<file path="config.mk">
export PLATFORM = sky130hd
export DESIGN_NAME = ras_stack
export DESIGN_NICKNAME = d
export VERILOG_FILES = /design/src/include/ras_pkg.sv /design/src/design/ras_stack.sv
export VERILOG_INCLUDE_DIRS = /design/src /design/src/include
export SDC_FILE = /design/constraint.sdc
export NUM_CORES = 1
export LEC_CHECK = 0
export BUFFER_PORTS_ARGS = -buffer_cell sky130_fd_sc_hd__buf_4
export CORE_ASPECT_RATIO = 0.5
export CORE_MARGIN = 2
export CORE_UTILIZATION = 50
export CTS_BUF_LIST = sky130_fd_sc_hd__clkbuf_8
export DETAILED_ROUTE_END_ITERATION = 10
export HOLD_SLACK_MARGIN = 0.03
export PLACE_DENSITY = 0.7
export SLEW_MARGIN = 25
export SYNTH_ARGS = -nofsm -noshare
export SYNTH_HDL_FRONTEND = slang
export SYNTH_SLANG_ARGS = --single-unit
</file>
<file path="constraint.sdc">
create_clock -name i_mclk -period 6.6 [get_ports i_mclk]
set_clock_uncertainty 0.1 [all_clocks]
set_input_delay 0.33 -clock i_mclk [delete_from_list [all_inputs] [get_ports i_mclk]]
set_output_delay 0.33 -clock i_mclk [all_outputs]
set_load 0.01 [all_outputs]
</file>
<file path="src/include/ras_regs.svh">
/*
  register offsets, field positions, reset values and fixed addresses of the
  return address stack; assumes inclusion by bare name from the design
*/
`ifndef RAS_REGS_SVH
`define RAS_REGS_SVH
`define RAS_OFF_PTR 4'h0
`define RAS_OFF_TOP_LOW 4'h1
`define RAS_OFF_TOP_HIGH 4'h2
`define RAS_OFF_TOP_UPPER 4'h3
`define RAS_OFF_CONFIG 4'h4
`define RAS_BIT_FULL 7
`define RAS_BIT_UNDER 6
`define RAS_PTR_MSB 4
`define RAS_RESET_VECTOR 21'h000000
`define RAS_HIGH_VECTOR 21'h000008
`define RAS_LOW_VECTOR 21'h000018
`define RAS_PTR_RESET 5'h00
`define RAS_CONFIG_RESET 8'h01
`define RAS_PC_STEP 21'h000002
`endif

</file>
<file path="src/include/ras_pkg.sv">
/*
  types shared by the return address stack; assumes nothing beyond a
  SystemVerilog compiler
*/
package ras_pkg;
  typedef logic [20:0] ras_addr_t;
  typedef struct packed {
    logic call;
    logic call_fast;
    logic irq_ack;
    logic irq_high;
    logic ret;
    logic ret_fast;
    logic push;
    logic pop;
  } ras_cmd_s;
  typedef struct packed {
    logic [7:0] status;
    logic [7:0] work;
    logic [7:0] bank;
  } ras_shadow_s;
  typedef enum logic [2:0] {
    RAS_ST_RUN = 3'b001,
    RAS_ST_RESET = 3'b010,
    RAS_ST_HOLD = 3'b100
  } ras_state_e;
endpackage : ras_pkg

</file>
<file path="src/design/ras_stack.sv">
/*
  return address stack of the core: 31 x 21 bit storage, pointer, flags,
  top entry access, fast shadow and program counter sequencing.
  assumes the sequencer gives at most one command per cycle, synchronous to
  i_mclk, and that a power-on reset is signalled by i_por apart from i_resetn.
*/
// Behaviour
// - 21-bit pc; fetches past implemented memory return zeros, a no-operation
// - reset starts at 000000h; interrupts vector to 000008h or 000018h
// - calls and interrupt acknowledge push the program counter
// - return, return with literal, return from interrupt pop into pc
// - call and return leave the pc latch registers untouched
// - 31 entries of 21 bits, 5-bit pointer cleared by every reset
// - pointer zero has no entry; it is only the empty state
// - push increments pointer then writes next-instruction pc
// - pop copies addressed entry to pc then decrements pointer
// - three top entry registers read and overwrite the addressed entry
// - software reads and writes the pointer directly
// - full flag sets after 31 pushes without pop
// - with reset option, 31st push stores next-instruction pc plus two, flags, resets
// - without option, 31st push sets full, pointer 31, later pushes ignored
// - pop at zero loads zero, sets underflow, pointer stays zero
// - full or underflow sets flag then resets device if option enabled
// - full and underflow flags cleared only by software, power-on or i_resetn
// - pointer register: bit7 full, bit6 underflow, bit5 zero, bits4-0 pointer
// - explicit push stores next-instruction pc without changing flow
// - explicit pop discards top without changing pc
// - interrupt vectoring loads the one-deep shadow; no software access
// - fast call saves shadow; fast return restores from it
`timescale 1ns/1ps
`include "ras_regs.svh"
module ras_stack #(
  parameter int DEPTH = 31,
  parameter logic [20:0] MEM_END = 21'h004000
) (
  input wire logic i_mclk,
  input wire logic i_resetn,
  input wire logic i_por,
  input wire ras_pkg::ras_cmd_s i_cmd,
  input wire ras_pkg::ras_addr_t i_pc_next,
  input wire ras_pkg::ras_addr_t i_target,
  input wire ras_pkg::ras_shadow_s i_regs,
  input wire logic [3:0] i_addr,
  input wire logic [7:0] i_wdata,
  input wire logic i_wr,
  input wire logic i_rd,
  input wire ras_pkg::ras_addr_t i_fetch_addr,
  input wire logic [15:0] i_fetch_word,
  output logic [7:0] o_rdata,
  output ras_pkg::ras_addr_t o_pc,
  output logic o_pc_load,
  output ras_pkg::ras_shadow_s o_regs,
  output logic o_regs_load,
  output logic o_dev_reset,
  output logic [15:0] o_fetch_word
);
  typedef struct packed {
    ras_pkg::ras_state_e st;
    logic [4:0] ptr;
    logic full;
    logic under;
    logic ovr_en;
    ras_pkg::ras_shadow_s shadow;
    logic [7:0] rdata;
    ras_pkg::ras_addr_t pc;
    logic pc_load;
    ras_pkg::ras_shadow_s regs;
    logic regs_load;
    logic dev_reset;
    logic [15:0] fetch_word;
  } ras_state_s;

  ras_pkg::ras_addr_t mem [1:DEPTH];
  ras_state_s r;
  ras_state_s next_r;
  logic mem_we;
  logic [4:0] mem_idx;
  ras_pkg::ras_addr_t mem_wd;
  ras_pkg::ras_addr_t top;
  logic do_push;
  logic do_pop;

  function automatic logic is_reg(input logic [3:0] a, input logic [3:0] off);
    is_reg = (a == off);
  endfunction : is_reg

  function automatic logic is_top(input logic [3:0] a);
    is_top = (a >= `RAS_OFF_TOP_LOW) && (a <= `RAS_OFF_TOP_UPPER);
  endfunction : is_top

  assign top = (r.ptr == 5'h00) ? 21'h000000 : mem[r.ptr];
  assign do_push = i_cmd.call | i_cmd.irq_ack | i_cmd.push;
  assign do_pop = i_cmd.ret | i_cmd.pop;

  always_comb
  begin
    next_r = r;
    mem_we = 1'b0;
    mem_idx = r.ptr;
    mem_wd = i_pc_next;
    next_r.pc_load = 1'b0;
    next_r.regs_load = 1'b0;
    next_r.dev_reset = 1'b0;
    next_r.rdata = 8'h00;
    // past implemented memory a fetch reads as zero
    next_r.fetch_word = (i_fetch_addr >= MEM_END) ? 16'h0000 : i_fetch_word;
    case (r.st)
      ras_pkg::RAS_ST_RESET:
      begin
        // device reset in progress: pointer returns to zero, flags kept
        next_r.ptr = `RAS_PTR_RESET;
        next_r.pc = `RAS_RESET_VECTOR;
        next_r.pc_load = 1'b1;
        next_r.st = ras_pkg::RAS_ST_RUN;
      end
      ras_pkg::RAS_ST_HOLD:
        next_r.st = ras_pkg::RAS_ST_RUN;
      ras_pkg::RAS_ST_RUN:
      begin
        if (i_rd)
        begin
          if (is_reg(i_addr, `RAS_OFF_PTR))
            next_r.rdata = {r.full, r.under, 1'b0, r.ptr};
          else if (is_reg(i_addr, `RAS_OFF_TOP_LOW))
            next_r.rdata = top[7:0];
          else if (is_reg(i_addr, `RAS_OFF_TOP_HIGH))
            next_r.rdata = top[15:8];
          else if (is_reg(i_addr, `RAS_OFF_TOP_UPPER))
            next_r.rdata = {3'h0, top[20:16]};
          else if (is_reg(i_addr, `RAS_OFF_CONFIG))
            next_r.rdata = {7'h00, r.ovr_en};
          else
            next_r.rdata = 8'h00;
        end
        if (do_push)
        begin
          if (i_cmd.irq_ack)
          begin
            next_r.shadow = i_regs;
            next_r.pc = i_cmd.irq_high ? `RAS_HIGH_VECTOR : `RAS_LOW_VECTOR;
            next_r.pc_load = 1'b1;
          end
          else if (i_cmd.call)
          begin
            if (i_cmd.call_fast)
              next_r.shadow = i_regs;
            next_r.pc = i_target;
            next_r.pc_load = 1'b1;
          end
          if (r.ptr == 5'(DEPTH - 1))
          begin
            next_r.full = 1'b1;
            mem_we = 1'b1;
            mem_idx = 5'(DEPTH);
            if (r.ovr_en)
            begin
              mem_wd = 21'(i_pc_next + `RAS_PC_STEP);
              next_r.ptr = `RAS_PTR_RESET;
              next_r.dev_reset = 1'b1;
              next_r.st = ras_pkg::RAS_ST_RESET;
            end
            else
              next_r.ptr = 5'(DEPTH);
          end
          else if (r.ptr == 5'(DEPTH))
            next_r.full = 1'b1;
          else
          begin
            mem_we = 1'b1;
            mem_idx = 5'(r.ptr + 5'h01);
            next_r.ptr = 5'(r.ptr + 5'h01);
          end
        end
        else if (do_pop)
        begin
          if (i_cmd.ret)
          begin
            next_r.pc = top;
            next_r.pc_load = 1'b1;
            if (i_cmd.ret_fast)
            begin
              next_r.regs = r.shadow;
              next_r.regs_load = 1'b1;
            end
          end
          if (r.ptr == 5'h00)
          begin
            next_r.under = 1'b1;
            if (r.ovr_en)
            begin
              next_r.dev_reset = 1'b1;
              next_r.st = ras_pkg::RAS_ST_RESET;
            end
          end
          else
            next_r.ptr = 5'(r.ptr - 5'h01);
        end
        if (i_wr)
        begin
          if (is_reg(i_addr, `RAS_OFF_PTR))
          begin
            next_r.ptr = i_wdata[`RAS_PTR_MSB:0];
            // clear-only flags; a hardware set in the same cycle wins
            if (!i_wdata[`RAS_BIT_FULL] && !next_r.full)
              next_r.full = 1'b0;
            else if (!i_wdata[`RAS_BIT_FULL] && !(do_push && r.ptr >= 5'(DEPTH - 1)))
              next_r.full = 1'b0;
            if (!i_wdata[`RAS_BIT_UNDER] && !(do_pop && r.ptr == 5'h00))
              next_r.under = 1'b0;
          end
          else if (r.ptr != 5'h00 && is_top(i_addr))
          begin
            mem_we = 1'b1;
            mem_idx = r.ptr;
            mem_wd = top;
            if (is_reg(i_addr, `RAS_OFF_TOP_LOW))
              mem_wd[7:0] = i_wdata;
            else if (is_reg(i_addr, `RAS_OFF_TOP_HIGH))
              mem_wd[15:8] = i_wdata;
            else
              mem_wd[20:16] = i_wdata[4:0];
          end
          else if (is_reg(i_addr, `RAS_OFF_CONFIG))
            next_r.ovr_en = i_wdata[0];
        end
      end
      default:
        next_r.st = ras_pkg::RAS_ST_RUN;
    endcase
  end

  always_ff @(posedge i_mclk or negedge i_resetn)
  begin
    if (!i_resetn)
    begin
      r <= '0;
      r.st <= ras_pkg::RAS_ST_HOLD;
      r.ptr <= `RAS_PTR_RESET;
      r.ovr_en <= 1'b1;
    end
    else
    begin
      r <= next_r;
      if (i_por)
      begin
        r.full <= 1'b0;
        r.under <= 1'b0;
        r.ptr <= `RAS_PTR_RESET;
      end
    end
  end

  always_ff @(posedge i_mclk)
  begin
    if (mem_we && mem_idx != 5'h00)
      mem[mem_idx] <= mem_wd;
  end

  assign o_rdata = r.rdata;
  assign o_pc = r.pc;
  assign o_pc_load = r.pc_load;
  assign o_regs = r.regs;
  assign o_regs_load = r.regs_load;
  assign o_dev_reset = r.dev_reset;
  assign o_fetch_word = r.fetch_word;

  AST_PUSH_INC: assert property (@(posedge i_mclk) disable iff (!i_resetn)
    (r.st == ras_pkg::RAS_ST_RUN && do_push && !i_wr && !i_por && r.ptr < 5'(DEPTH - 1))
    |=> (r.ptr == $past(r.ptr) + 5'h01))
    else $error("push did not advance pointer");
  AST_POP_DEC: assert property (@(posedge i_mclk) disable iff (!i_resetn)
    (r.st == ras_pkg::RAS_ST_RUN && do_pop && !do_push && !i_wr && !i_por && r.ptr != 5'h00)
    |=> (r.ptr == $past(r.ptr) - 5'h01))
    else $error("pop did not lower pointer");
  AST_RET_PC: assert property (@(posedge i_mclk) disable iff (!i_resetn)
    (r.st == ras_pkg::RAS_ST_RUN && i_cmd.ret && !do_push) |=> (o_pc_load && o_pc == $past(top)))
    else $error("return did not load top entry");
  AST_UNDER: assert property (@(posedge i_mclk) disable iff (!i_resetn)
    (r.st == ras_pkg::RAS_ST_RUN && do_pop && !do_push && r.ptr == 5'h00 && !i_wr && !i_por)
    |=> (r.under && r.ptr == 5'h00))
    else $error("underflow not flagged");
  AST_FULL_HOLD: assert property (@(posedge i_mclk) disable iff (!i_resetn)
    (r.st == ras_pkg::RAS_ST_RUN && do_push && r.ptr == 5'(DEPTH) && !i_wr && !i_por)
    |=> (r.ptr == 5'(DEPTH) && r.full))
    else $error("push past full moved pointer");
  AST_OVR_RESET: assert property (@(posedge i_mclk) disable iff (!i_resetn)
    (r.st == ras_pkg::RAS_ST_RUN && do_push && r.ptr == 5'(DEPTH - 1) && r.ovr_en && !i_wr
    && !i_por)
    |=> o_dev_reset ##1 (o_pc_load && o_pc == `RAS_RESET_VECTOR && r.full))
    else $error("overflow reset sequence wrong");
  AST_IRQ_VEC: assert property (@(posedge i_mclk) disable iff (!i_resetn)
    (r.st == ras_pkg::RAS_ST_RUN && i_cmd.irq_ack)
    |=> (o_pc == ($past(i_cmd.irq_high) ? `RAS_HIGH_VECTOR : `RAS_LOW_VECTOR)))
    else $error("interrupt vector wrong");
  AST_FAST_RET: assert property (@(posedge i_mclk) disable iff (!i_resetn)
    (r.st == ras_pkg::RAS_ST_RUN && (i_cmd.irq_ack || (i_cmd.call && i_cmd.call_fast)))
    ##1 !(i_cmd.irq_ack || i_cmd.call_fast)
    ##1 (r.st == ras_pkg::RAS_ST_RUN && i_cmd.ret && i_cmd.ret_fast && !do_push)
    |=> (o_regs_load && o_regs == $past(i_regs, 3)))
    else $error("fast return restored wrong values");
  AST_PTR_READ: assert property (@(posedge i_mclk) disable iff (!i_resetn)
    (r.st == ras_pkg::RAS_ST_RUN && i_rd && i_addr == `RAS_OFF_PTR)
    |=> (o_rdata == {$past(r.full), $past(r.under), 1'b0, $past(r.ptr)}))
    else $error("pointer register read wrong");
  AST_FETCH_ZERO: assert property (@(posedge i_mclk) disable iff (!i_resetn)
    (i_fetch_addr >= MEM_END) |=> (o_fetch_word == 16'h0000))
    else $error("fetch past memory not zero");
  AST_PUSH_STORE: assert property (@(posedge i_mclk) disable iff (!i_resetn)
    (r.st == ras_pkg::RAS_ST_RUN && do_push && !i_wr && !i_por
    && r.ptr < 5'(DEPTH - 1))
    |=> (top == $past(i_pc_next)))
    else $error("push stored wrong value");
  AST_FULL_SET: assert property (@(posedge i_mclk) disable iff (!i_resetn)
    (r.st == ras_pkg::RAS_ST_RUN && do_push && !i_por
    && r.ptr == 5'(DEPTH - 1))
    |=> r.full)
    else $error("full flag not set on last push");
  AST_UNDER_RST: assert property (@(posedge i_mclk) disable iff (!i_resetn)
    (r.st == ras_pkg::RAS_ST_RUN && do_pop && !do_push && r.ptr == 5'h00
    && r.ovr_en && !i_wr && !i_por)
    |=> (o_dev_reset && r.under))
    else $error("underflow reset not requested");
  AST_NO_OPT_RST: assert property (@(posedge i_mclk) disable iff (!i_resetn)
    (!r.ovr_en)
    |=> (!o_dev_reset))
    else $error("device reset without option");
  AST_RST_VEC: assert property (@(posedge i_mclk) disable iff (!i_resetn)
    o_dev_reset
    |=> (o_pc_load && o_pc == `RAS_RESET_VECTOR && r.ptr == `RAS_PTR_RESET))
    else $error("device reset did not restart at reset vector");
  AST_FULL_KEEP: assert property (@(posedge i_mclk) disable iff (!i_resetn)
    (r.full && !i_por && !(r.st == ras_pkg::RAS_ST_RUN && i_wr
    && i_addr == `RAS_OFF_PTR && !i_wdata[`RAS_BIT_FULL]))
    |=> r.full)
    else $error("full flag lost without clear");
  AST_UNDER_KEEP: assert property (@(posedge i_mclk) disable iff (!i_resetn)
    (r.under && !i_por && !(r.st == ras_pkg::RAS_ST_RUN && i_wr
    && i_addr == `RAS_OFF_PTR && !i_wdata[`RAS_BIT_UNDER]))
    |=> r.under)
    else $error("underflow flag lost without clear");
  AST_PTR_WRITE: assert property (@(posedge i_mclk) disable iff (!i_resetn)
    (r.st == ras_pkg::RAS_ST_RUN && i_wr && i_addr == `RAS_OFF_PTR && !i_por)
    |=> (r.ptr == $past(i_wdata[`RAS_PTR_MSB:0])))
    else $error("pointer write not taken");
  AST_TOP_ZERO: assert property (@(posedge i_mclk) disable iff (!i_resetn)
    (r.st == ras_pkg::RAS_ST_RUN && i_rd && is_top(i_addr) && r.ptr == 5'h00)
    |=> (o_rdata == 8'h00))
    else $error("top entry read at empty pointer not zero");
  AST_POP_NO_PC: assert property (@(posedge i_mclk) disable iff (!i_resetn)
    (r.st == ras_pkg::RAS_ST_RUN && i_cmd.pop && !i_cmd.ret && !do_push)
    |=> (!o_pc_load))
    else $error("explicit pop changed the pc");
  AST_SHADOW_IRQ: assert property (@(posedge i_mclk) disable iff (!i_resetn)
    (r.st == ras_pkg::RAS_ST_RUN && i_cmd.irq_ack)
    |=> (r.shadow == $past(i_regs)))
    else $error("interrupt did not load shadow");
  AST_PUSH_NO_PC: assert property (@(posedge i_mclk) disable iff (!i_resetn)
    (r.st == ras_pkg::RAS_ST_RUN && i_cmd.push && !i_cmd.call && !i_cmd.irq_ack)
    |=> (!o_pc_load))
    else $error("explicit push changed the pc");
  AST_OVR_STORE: assert property (@(posedge i_mclk) disable iff (!i_resetn)
    (r.st == ras_pkg::RAS_ST_RUN && do_push && r.ptr == 5'(DEPTH - 1) && r.ovr_en
    && !i_wr)
    |=> (mem[DEPTH] == 21'($past(i_pc_next) + `RAS_PC_STEP)))
    else $error("overflow push stored wrong value");

  COV_CALL_RET: cover property (@(posedge i_mclk) disable iff (!i_resetn)
    i_cmd.call ##[1:20] i_cmd.ret);
  COV_FULL: cover property (@(posedge i_mclk) disable iff (!i_resetn) $rose(r.full));
  COV_UNDER: cover property (@(posedge i_mclk) disable iff (!i_resetn) $rose(r.under));
  COV_DEVRST: cover property (@(posedge i_mclk) disable iff (!i_resetn) o_dev_reset);
  COV_FAST_RET: cover property (@(posedge i_mclk) disable iff (!i_resetn)
    i_cmd.call_fast ##2 (i_cmd.ret && i_cmd.ret_fast));
endmodule : ras_stack

</file>
==> impl_metrics.csv <==
group,metric,value,unit
clocking,cts_tree,"yes",
floorplanning,die_y,182,um
floorplanning,top_level_ports,200,
placement,port_buffers,185,
floorplanning,dieArea,65400,sq um
clocking,cts.htree.levels,3,
clocking,clock-sinks,758,
sta,finalCritPeriodShare,76.0,%
floorplanning,start_util,50.3,%
min_path,hp-class,"in -> async",
global_routing,grt_max_degree,114,
clocking,clock_latency,730,ps
clocking,clockBufferDepth,3,
synth,synth_top_area_share,61.9,%
routing,antenna_left,0,
worst_setup_path,worst-path-stages,9,
worst_setup_path,cp_num_buf_inv,3,
routing,dr.pass1.iters,5,
routing,wl_per_cell,26.9,um
worst_setup_path,cp_slowest_cell,"dfrtp_4",
floorplanning,rows,65,
final_layout,drive_gt1_share,28.6,%
worst_setup_path,cp-start-kind,"register",
sta,maxSlewViolCount,0,
synth,synth_edf_count,651,
global_routing,antenna_found_initial,4,
power_and_ir_drop,leakagePower,12.7,nW
synth,synth_cell_types,84,
final_layout,mostFrequentLayoutCell,"edfxtp_1",
worst_setup_path,path_max_fanout,44,
sta,hold_ws,78.5,ps
sta,period_needed,5020,ps
worst_setup_path,worst_ep_required_time,7100,ps
sta,setup_violations,0,
final_layout,final_nets,2282,
synth,yosysWarnings,0,
worst_setup_path,path_cells,"buf_4, mux4_2, a22o_1, a221oi_1, o211ai_1, o221ai_1, dlygate4sd3_1, o21ai_1, dlygate4sd3_1",
global_routing,gr-usage-all-layers,25.0,%
synth,syn-cell-area,31600,sq um
worst_setup_path,critPathKind,"reg -> reg",
synth,synthArstFlopShare,14.1,%
final_layout,syn2layout_area_growth,16.0,%
power_and_ir_drop,finalPower,9.65,mW
routing,wl,82400,um
sta,rsz0062_at_grt,"false",
placement,routabilityCongestion,0.927,
clocking,cts_root_buf,"clkbuf_8",
routing,viasPerCell,6.10,
global_routing,grt-ovfl-total,0,
worst_setup_path,reg2reg_depth,9,
synth,yosys.area.top_type,"edfxtp_1",
global_routing,grt_pass1_vias,18100,
synth,synth.avg_cell_area,17.0,sq um
synth,synthCells,1856,
sta,max_slew_margin,26.0,%
global_routing,grt_pass1_wl,120000,um
synth,synth_seq_cells,758,
clocking,post_cts_resize_count,0,
sta,finalHoldViolations,0,
worst_setup_path,cp_top_family,"buffers and inverters",
clocking,cts_made_buffers,104,
worst_setup_path,slowest_delay,960,ps
synth,synthFlopType,"edfxtp_1",
worst_setup_path,worstSetupEndpointType,"register",
synth,seq_area_frac_synth,70.3,%
sta,tns,0,ps
sta,tightestPinTransition,1100,ps
power_and_ir_drop,cellPowerDensity,263,nW/um^2
worst_setup_path,path_common_cell,"dlygate4sd3_1",
power_and_ir_drop,ir_drop,148,uV
outcome,outcome,"finished clean",
run,drv_cap,0,
routing,drc_errors,0,
floorplanning,design.core.area,62800,sq um
synth,synth_area_leaders,"edfxtp_1 (62%), mux4_2 (9.0%), dfrtp_1 (8.3%), mux2i_1 (3.1%), buf_4 (2.0%)",
sta,max_clock_freq,0.199,GHz
final_layout,layout_common_cells,"edfxtp_1 (651), buf_4 (255), mux4_2 (126), clkbuf_8 (111), dfrtp_1 (101)",
synth,synthesis.nets,1988,
routing,drt_iter0_drc,2393,
clocking,clk_pin_slew,70,ps
worst_setup_path,arrival,5520,ps
placement,place_hpwl,50800,um
routing,vias,18700,
floorplanning,die-width,360,um
==> kinds of logic (layout without fill, tap and decap cells) <==
group	Yosys count	in the layout	share of synthesized area (%)
AOI/OAI and AO/OA	297	297	6.46
buffers and inverters	188	556	3.65
and+or+nand+nor	323	323	5.17
muxes	280	280	14.1
DFF	758	758	70.3
xor gates and xnor gates	5	5	0.139
other	1	3	0.0119
adders and majority gates	4	4	0.158
==> flip-flops by register name, indices dropped and copies added, names as in the netlist <==
name          count
mem             651
o_fetch_word     16
o_regs           24
o_dev_reset       1
o_rdata           8
o_pc_load         1
r                35
o_pc             21
o_regs_load       1
==> synth_stat cells, drive strengths merged (11+ instances only) <==
cell type	count
edfxtp	651
buf	138
mux4	126
dfrtp	105
nor2	100
mux2i	99
nand2	76
a21oi	63
o21ai	58
mux2	55
a22oi	48
clkbuf	34
and2	24
nor3	22
nand3	20
inv	15
o22ai	14
and3	13
a211oi	12
a221oi	12
nor4	12
nor2b	11
==> report_power, final <==
group,switching (mW),internal [mW],leakage (nW),total [mW]
Clock,1.71,1.59,1.10,3.30
Combinational,0.547,0.417,4.36,0.964
Sequential,0.0603,5.32,7.23,5.38
==> stage by stage <==
stage | cells | util (%) | worst slack (ps) | cell area (sq um)
floorplan | 1856 | - | 1550 | 31600
global placement | 2781 | 53.8 | 1730 | 33800
detailed placement | 2781 | 53.8 | 1630 | 33800
CTS | 3061 | 58.3 | 1560 | 36600
global route | 3063 | 58.4 | 1340 | 36700
finish | 3063 | 58.4 | 1580 | 36700
==> timing repair <==
action | CTS | global route
hold buffers | 100 | 0
hold endpoints to repair | 129 | 0
setup buffers | 0 | 0
==> layer usage <==
metal / global-route usage (%) / up-vias / wire [um] / part of all wire [%]
met5: 0 / - / 0 / 0
met4: 7.04 / 0 / 2170 / 2.6
li1: - / 7943 / - / -
met3: 5.41 / 159 / 8380 / 10
met1: 35.5 / 9585 / 33200 / 40
met2: 39.6 / 999 / 38600 / 47
==> path summary, 6_finish.rpt <==
path | start | end | slack, ps
max in group asynchronous | i_resetn | r[99] | 5050
setup reg to reg | r[99] | o_rdata[0] | 1580
setup / recovery | r[99] | o_rdata[0] | 1580
min in group i_mclk | i_cmd[7] | o_pc[10] | 80
hold / removal | i_resetn | r[81] | 80
hold reg to reg | o_pc[20] | o_pc[20] | 400
==> area by class of cell <==
type | instances | area (sq um)
Timing Repair Buffer | 360 | 3020
Multi-Input combinational cell | 910 | 8430
Antenna cell | 2 | 5.00
Sequential cell | 758 | 22200
Clock inverter | 69 | 338
Inverter | 16 | 60.1
Tap cell | 837 | 1050
Clock buffer | 111 | 1530
Fill cell | 4644 | 26100
(Power assumes the default switching activity.)
